### src/pkg/pm_cfg_consts.svh
// Offsets, field positions, reset values and timing counts of the config header tail
`ifndef PM_CFG_CONSTS_SVH
`define PM_CFG_CONSTS_SVH

`define OFF_SUBSYS 8'h2C
`define OFF_CAP_PTR 8'h34
`define OFF_INT_WORD 8'h3C
`define OFF_PM_CAP 8'h40
`define OFF_PM_CTRL 8'h44
`define PM_RANGE_LO 8'h40
`define PM_RANGE_HI 8'h47

`define CAP_PTR_VAL 8'h40
`define INT_PIN_VAL 8'h01
`define INT_LINE_RST 8'h00
`define AUX_CUR_VAL 3'h1
`define PM_REV_VAL 3'h2
`define CAP_ID_VAL 8'h01

`define BIT_PRODUCT_WE 11
`define BIT_VENDOR_WE 1

`define BIT_D3COLD 31
`define BIT_D3HOT 30
`define BIT_D2WAKE 29
`define BIT_D0WAKE 27
`define BIT_D2SUP 26
`define POS_AUX_CURRENT_CODE 22
`define POS_PM_SPEC_REVISION 16

// Longest time to wait for the EEPROM answer after reset, in ns
`define EE_TIMEOUT_NS 2000
`define CLK_PERIOD_NS 10
`define EE_TIMEOUT_CYC (`EE_TIMEOUT_NS / `CLK_PERIOD_NS)

`endif

### src/pkg/pm_cfg_pkg.sv
// Types shared by the configuration header tail
package pm_cfg_pkg;

  // Load sequencer states, Gray along PROBE-WAIT-DONE; the direct PROBE to DONE step flips both bits
  typedef enum logic [1:0] {
    ST_PROBE = 2'b00,
    ST_WAIT = 2'b01,
    ST_DONE = 2'b11
  } load_state_t;

  // Configuration access request
  typedef struct packed {
    logic rd;
    logic wr;
    logic [7:0] addr;
    logic [3:0] be;
    logic [31:0] wdata;
  } cfg_req_t;

  // Identity pair from EEPROM or firmware
  typedef struct packed {
    logic [15:0] product;
    logic [15:0] vendor;
  } ident_t;

  // All state of the block except the two reset-release flops
  typedef struct packed {
    load_state_t st;
    logic [7:0] tmo;
    ident_t ident;
    logic [7:0] int_line;
    logic [31:0] rdata;
    logic hit;
    logic ee_req;
    logic aux_m;
    logic aux_s;
  } state_t;

endpackage

### src/rtl/pm_cfg_regs.sv
// Subsystem identity, capability pointer, interrupt word and power-management capability
`timescale 1ns/1ns
`include "pm_cfg_consts.svh"
module pm_cfg_regs
  import pm_cfg_pkg::*;
#(
  parameter logic [15:0] DEF_PRODUCT = 16'h0A5A, // Arbitrary value
  parameter logic [15:0] DEF_VENDOR = 16'h0C3C // Arbitrary value
)(
  input wire logic clk, // 100 MHz configuration clock
  input wire logic rst_n, // Async active-low reset
  input wire cfg_req_t req, // Configuration access
  output logic [31:0] rdata, // Read data, registered
  output logic hit, // Access decoded by this block, registered
  input wire logic ee_present, // EEPROM probe answer
  input wire logic ee_valid, // EEPROM contents valid, one-cycle with ee_ident
  input wire ident_t ee_ident, // Identity read from EEPROM
  output logic ee_req, // Asks the EEPROM loader to run
  output logic load_done, // Identity load finished
  input wire logic [15:0] local_ctl6, // Local control register 6
  input wire ident_t fw_ident, // Firmware overwrite value
  input wire logic fw_wr, // Firmware write strobe
  input wire logic aux_power_detect // Aux power present, asynchronous pin
);

  logic rst_m_r, rst_s_r;
  state_t s_r, s_nxt;

  // Reset release through two flops
  always_ff @(posedge clk or negedge rst_n)
  begin
    if (!rst_n)
    begin
      rst_m_r <= 1'b0;
      rst_s_r <= 1'b0;
    end
    else
    begin
      rst_m_r <= 1'b1;
      rst_s_r <= rst_m_r;
    end
  end

  // Read word assembly per offset
  function automatic logic [31:0] read_word(input logic [7:0] a, input state_t s);
    logic [31:0] w;
    w = 32'h0;
    if (a == `OFF_SUBSYS)
      w = {s.ident.product, s.ident.vendor};
    else if (a == `OFF_CAP_PTR)
      w = {24'h0, `CAP_PTR_VAL};
    else if (a == `OFF_INT_WORD)
      w = {16'h0, `INT_PIN_VAL, s.int_line};
    else if (a == `OFF_PM_CAP)
    begin
      w[`BIT_D3COLD] = s.aux_s;
      w[`BIT_D3HOT] = 1'b1;
      w[`BIT_D2WAKE] = 1'b1;
      w[`BIT_D0WAKE] = 1'b1;
      w[`BIT_D2SUP] = 1'b1;
      w[`POS_AUX_CURRENT_CODE +: 3] = `AUX_CUR_VAL;
      w[`POS_PM_SPEC_REVISION +: 3] = `PM_REV_VAL;
      w[7:0] = `CAP_ID_VAL;
    end
    return w;
  endfunction

  // Offsets this block answers
  function automatic logic decoded(input logic [7:0] a);
    logic d;
    d = 1'b0;
    if (a == `OFF_SUBSYS || a == `OFF_CAP_PTR || a == `OFF_INT_WORD)
      d = 1'b1;
    else if (a >= `PM_RANGE_LO && a <= `PM_RANGE_HI)
      d = 1'b1;
    return d;
  endfunction

  // Next state
  always_comb
  begin
    s_nxt = s_r;
    s_nxt.aux_m = aux_power_detect;
    s_nxt.aux_s = s_r.aux_m;
    s_nxt.ee_req = 1'b0;
    case (s_r.st)
      ST_PROBE:
      begin
        s_nxt.tmo = 8'h0;
        if (ee_present)
        begin
          s_nxt.ee_req = 1'b1;
          s_nxt.st = ST_WAIT;
        end
        else
          s_nxt.st = ST_DONE;
      end
      ST_WAIT:
      begin
        s_nxt.ee_req = 1'b1;
        s_nxt.tmo = s_r.tmo + 8'h1;
        if (ee_valid)
        begin
          s_nxt.ident = ee_ident;
          s_nxt.st = ST_DONE;
        end
        else if (s_r.tmo == 8'(`EE_TIMEOUT_CYC - 1))
          s_nxt.st = ST_DONE;
      end
      default:
        s_nxt.st = ST_DONE;
    endcase
    // Firmware overwrite under local write enables
    if (fw_wr && local_ctl6[`BIT_PRODUCT_WE])
      s_nxt.ident.product = fw_ident.product;
    if (fw_wr && local_ctl6[`BIT_VENDOR_WE])
      s_nxt.ident.vendor = fw_ident.vendor;
    // Only the interrupt line byte takes configuration writes
    if (req.wr && req.addr == `OFF_INT_WORD && req.be[0])
      s_nxt.int_line = req.wdata[7:0];
    s_nxt.hit = (req.rd || req.wr) && decoded(req.addr);
    s_nxt.rdata = req.rd ? read_word(req.addr, s_r) : 32'h0;
  end

  // State register, held in reset until the synchronised release
  always_ff @(posedge clk or negedge rst_n)
  begin
    if (!rst_n)
    begin
      s_r <= '0;
      s_r.st <= ST_PROBE;
      s_r.ident <= {DEF_PRODUCT, DEF_VENDOR};
      s_r.int_line <= `INT_LINE_RST;
    end
    else if (!rst_s_r)
    begin
      s_r <= '0;
      s_r.st <= ST_PROBE;
      s_r.ident <= {DEF_PRODUCT, DEF_VENDOR};
      s_r.int_line <= `INT_LINE_RST;
    end
    else
      s_r <= s_nxt;
  end

  assign rdata = s_r.rdata;
  assign hit = s_r.hit;
  assign ee_req = s_r.ee_req;
  assign load_done = (s_r.st == ST_DONE);

endmodule // pm_cfg_regs

### config.mk
export PLATFORM = sky130hd
export DESIGN_NAME = pm_cfg_regs
export DESIGN_NICKNAME = d
export VERILOG_FILES = /design/src/pkg/pm_cfg_pkg.sv /design/src/rtl/pm_cfg_regs.sv
export VERILOG_INCLUDE_DIRS = /design/src /design/src/pkg
export SDC_FILE = /design/constraint.sdc
export NUM_CORES = 1
export LEC_CHECK = 0
export ABC_AREA = 1
export BUFFER_PORTS_ARGS = -buffer_cell sky130_fd_sc_hd__buf_2
export CAP_MARGIN = 20
export CORE_MARGIN = 5
export CORE_UTILIZATION = 53
export CTS_CLUSTER_SIZE = 14
export DETAILED_ROUTE_END_ITERATION = 6
export GPL_ROUTABILITY_DRIVEN = 1
export GPL_TIMING_DRIVEN = 0
export HOLD_SLACK_MARGIN = 0.03
export PLACE_DENSITY = 0.86
export SLEW_MARGIN = 40
export SYNTH_ARGS = -nofsm -noshare
export SYNTH_HDL_FRONTEND = slang
export SYNTH_SLANG_ARGS = --single-unit
### constraint.sdc
create_clock -name clk -period 2.09 [get_ports clk]
set_input_delay 0.209 -clock clk [delete_from_list [all_inputs] [get_ports clk]]
set_output_delay 0.209 -clock clk [all_outputs]
set_load 0.01 [all_outputs]
# Word-level counts from Yosys, hierarchy flattened
# Index checks and enable logic that the tools add are counted.
op_classes:
  addsub: 1
  multipliers: 0
  div: 0
  magnitude_cmp: 2
  n_eq_ne: 14
  shift: 0
  n_mux: 29
  n_bitwise: 0
  n_reduce_logical: 12
ops:
  columns: ["operator", "n"]
  rows:
  - ["32-bit 2-to-1 mux", 5]
  - ["86-bit 2-to-1 mux", 1]
  - ["16-bit 2-to-1 mux", 2]
  - ["8-bit by 6-bit == test with 1-bit output (second input constant)", 3]
  - ["8-bit 2-to-1 mux", 2]
  - ["8-bit one-hot mux with 2 select lines", 1]
  - ["2-bit 2-to-1 mux", 7]
  - ["3-bit by 1-bit != test with 1-bit output (second input constant)", 3]
  - ["8-bit by 1-bit adder with 8-bit output (second input constant)", 1]
  - ["8-bit by 7-bit == test with 1-bit output (second input constant)", 1]
  - ["8-bit == test (second input constant)", 1]
  - ["8-bit by 7-bit greater-or-equal comparator with 1-bit output (second input constant)", 1]
  - ["8-bit by 7-bit <= comparator with 1-bit output (second input constant)", 1]
  - ["1-bit 2-to-1 mux", 7]
  - ["1-bit logical AND", 6]
  - ["3-bit 2-to-1 mux", 2]
  - ["3-bit by 2-bit != test with 1-bit output (second input constant)", 2]
  - ["4-bit != test (second input constant)", 1]
  - ["2-bit one-hot mux with 2 select lines", 1]
  - ["2-bit AND reduction", 2]
  - ["1-bit logical OR", 3]
  - ["2-bit by 1-bit == test with 1-bit output (second input constant)", 1]
  - ["2-bit == test (second input constant)", 1]
  - ["2-bit logical NOT", 1]
  - ["2 further kinds", 2]
totals:
  regBits: 88
  latch_bits: 0
  ramBits: 0
  mem_bits_ro: 0
  in_bits: 132
  n_memories: 0

# Longest topological paths before layout
logic_depth:
  depth_word: 7
  mapped_depth: 7
  depth_no_buf: 7

# Worst setup path after synthesis
# No wires, ideal clock.
synth_path:
  kind: "reg2reg"
  start: "register rst_s_r"
  end: "register s_r (netlist bit rdata[31])"
  setup_time_ns: 0.120
  t_arrival_ns: 1.026
  required_time_ns: 1.970
  path_slack_ns: 0.944
  path_stages_with_launch: 6
  n_path_buf: 1
  synth_period_minus_slack_ns: 1.146
  path_cell_list: "dfrtp_1 -> buf_4 -> nand2_2 -> inv_1 -> nand2_2 -> nor2_1"
synth_via:
  elab_chain_cells: 1
synth_rtl:
  columns: ["item", "line_no", "text"]
  rows:
  - ["from (decl)", "pm_cfg_regs.sv:26", "logic rst_m_r, rst_s_r;"]
  - ["from (signal assigned)", "pm_cfg_regs.sv:40", "rst_s_r <= rst_m_r;"]
  - ["86-bit 2-to-1 mux", "pm_cfg_regs.sv:135", "else if (!rst_s_r)"]
  - ["to (signal assigned)", "pm_cfg_regs.sv:143", "s_r <= s_nxt;"]
  - ["to (decl)", "pm_cfg_regs.sv:27", "state_t s_r, s_nxt;"]
# Every way passes these cells.
# A chain may end at the register's enable or synchronous reset.

# Worst setup path after layout
layout_path:
  start: "register rst_s_r"
  end: "register s_r (netlist bit rdata[22])"
# The elaborated chain is that of the path after synthesis.

==> results.sh <==
export IMPL_ys_types=31
export IMPL_final_common_cell="buf_2"
export IMPL_synth_top_cell_area_share_pct=44.38
export IMPL_pwr_share_clk_pct=38.8
export IMPL_drc=0
export IMPL_slew_viol_final=0
export IMPL_synth_warning_count=0
export IMPL_root_buffer="clkbuf_8"
export IMPL_fin_skew_ps=8.353
export IMPL_syn_inst=497
export IMPL_htree_levels=3
export IMPL_die_area_um2=9984
export IMPL_final_setup_tns_ps=0
export IMPL_gr_usage_met2_pct=39.82
export IMPL_dr_first_iter_drc_count=298
export IMPL_layout_drive_gt1_share_pct=35.27
export IMPL_clock_sinks=88
export IMPL_numPortBuffers=123
export IMPL_wl_per_cell_um=15.59
export IMPL_dpl_cell_area_um2=5062
export IMPL_cts_buffers=9
export IMPL_die_w_um=99.92
export IMPL_initial_utilization_pct=54.89
export IMPL_grt_max_degree=49
export IMPL_met1_usage_pct=27.62
export IMPL_setup_viol=0
export IMPL_hpwl_um=8829
export IMPL_cts_resized=0
export IMPL_clk_path_buf_depth=2
export IMPL_antenna_left=0
export IMPL_grt_pass1_wl_um=18340
export IMPL_fp_dieH_um=99.92
export IMPL_max_freq_ghz=0.7038
export IMPL_hold_viol=0
export IMPL_total_power_w=0.003685
export IMPL_clock_latency_ps=340
export IMPL_syn_avg_cell_area_um2=8.622
export IMPL_holdBufCountCts=1
export IMPL_drv_cap=0
export IMPL_seqPwrFrac_pct=49.7
export IMPL_layout_common_cells="buf_2, nand2_1, dfrtp_1, inv_1, nor2_1"
export IMPL_num_vias=3959
export IMPL_ioPinCount=167
export IMPL_ys_ff_latch=88
export IMPL_first_global_vias=3976
export IMPL_critical_path_class="reg2reg"
export IMPL_grt_util_met3_pct=4.656
export IMPL_ys_seq_area_share_pct=51.74
export IMPL_comb_power_share_pct=11.5
export IMPL_synth_area_um2=4285
export IMPL_cp_max_fo=10
export IMPL_rsz0062_at_grt="no"
export IMPL_crit_top_cell="nand2_2"
export IMPL_peakVddDrop_v=0.0004518
export IMPL_path_cells="buf_4 > nand2_2 > inv_1 > nand2_2 > nor2_1"
export IMPL_yosysTopAreaCell="dfrtp_1"
export IMPL_hp_class="in2reg"
export IMPL_gp_congestion=0.8978
export IMPL_finalCritPeriodShare_pct=67.98
export IMPL_antenna_found_initial=0
export IMPL_fillers=616
export IMPL_p_leak_nw=2.904
export IMPL_cp_start_kind="flip-flop"
export IMPL_via_per_inst=5.350
export IMPL_fp_row_count=32
export IMPL_sw_frac_of_total_pct=23.81
export IMPL_intPower_w=0.002808
export IMPL_final_area_um2=5326
export IMPL_p_per_area_nw_per_um2=691.9
export IMPL_area_delta_synth_final_pct=24.29
export IMPL_outcome="finished, final reports clean"
export IMPL_slowest_delay_ps=360
export IMPL_cts_tree="yes"
export IMPL_switchingPower_w=0.0008776
export IMPL_cts_setup_buffers=0
export IMPL_drt_total_wl_um=11540
export IMPL_slowest_stage="dfrtp_1"
export IMPL_syn_num_nets=630
export IMPL_nNetsFinal=766
export IMPL_crit_required_ps=2320
export IMPL_core_um2=7807
export IMPL_dr_pass1_iters=6
export IMPL_worst_ep_arrival_time_ps=1650
export IMPL_grtUsageTotal_pct=23.37
export IMPL_end_kind="flip-flop"
export IMPL_antenna_cells=0
export IMPL_period_needed_ps=1421
export IMPL_busiest_layer="met2"
export IMPL_yosys_top_cells_area="dfrtp_1, dfstp_2, nand2_1"
export IMPL_path_clk_slew_ps=80
export IMPL_grt_overflow=0
[kinds of logic (layout without fill, tap and decap cells)]
| family | Yosys count | after routing | synth area share, % |
|---|---|---|---|
| other | 1 | 1 | 0.08751 |
| AO/OA/AOI/OAI | 88 | 88 | 11.65 |
| AND/OR/NAND/NOR | 200 | 200 | 22.07 |
| flip-flops | 88 | 88 | 51.74 |
| buffers and inverters | 119 | 260 | 14.16 |
| adder cells (fa/ha/maj) | 1 | 1 | 0.2919 |
[metrics by stage]
| step | setup WS (ps) | std cells | util [%] | hold WS (ps) |
|---|---|---|---|---|
| 6_report | 669.2 | 740 | 68.22 | 51.85 |
| 5_1_grt | 541.5 | 740 | 68.22 | 60.44 |
| 4_1_cts | 657.9 | 740 | 68.22 | 46.13 |
| 3_5_place_dp | 682.8 | 723 | 64.84 | 139.6 |
| 3_3_place_gp | 159.9 | 722 | 64.41 | 331.8 |
| 2_1_floorplan | 944.0 | 497 | - | -86.59 |
[area by class of cell]
cell class,count,area (um2),area share [%]
multi-input combinational,290,1461,27.44
timing repair buffer,125,659.4,12.38
sequential,88,2217,41.63
clock buffer,11,151.4,2.842
tap,102,127.6,2.396
clock inverter,5,102.6,1.926
buffer,52,355.3,6.671
inverter,67,251.5,4.722
[path summary, 6_finish.rpt]
kind	start	endpoint	slack, ps	cells after the start
worst min-delay path	aux_power_detect	s_nxt[0]	50	3
worst max-delay path	rst_s_r	rdata[22]	670	5
worst max register to register	rst_s_r	rdata[22]	670	5
max in group asynchronous	rst_n	s_r[54]	1140	3
worst min register to register	rst_m_r	rst_s_r	360	0
min in group asynchronous	rst_n	s_r[37]	320	2
[synth_stat cells (all sizes together)]
cell and count:
nand4 4, conb 1, dfrtp 76, inv 67
nand3 47, a31oi 13, o21ai 30, clkbuf 6
nor2 51, ha 1, a21oi 21, nand2 83
a22o 1, dfstp 12, nor3 14, o211ai 1
o31ai 1, o22ai 21, nand3b 1, buf 46
[worst max-delay path, delay by kind of cell, from the launching register on]
kind | cells | cell delay [ps]
simple gates | 3 | 540
buf+inv | 2 | 390
flops | 1 | 360
[registers in the layout, indices dropped and copies added, names as in the netlist]
register / cells
rst_s_r: 1
ee_req: 1
rdata: 32
hit: 1
rst_m_r: 1
s_r: 51
s_nxt: 1
[layer usage]
layer,share of wire [%],up-vias
met2,51,196
met3,7.2,49
met4,4.9,0
met5,0,-
li1,-,1857
met1,37,1857
[power by group through the flow]
stage	sequential, W	combinational [W]	clock [W]
6_report	0.00183	0.000424	0.00143
4_1_cts	0.00183	0.000422	0.00144
3_5_place_dp	0.00186	0.000416	0
3_3_place_gp	0.00186	0.000386	0
5_1_grt	0.00184	0.000472	0.00153
2_1_floorplan	0.00185	0.000215	0
Power figures use the tool's default switching activity.
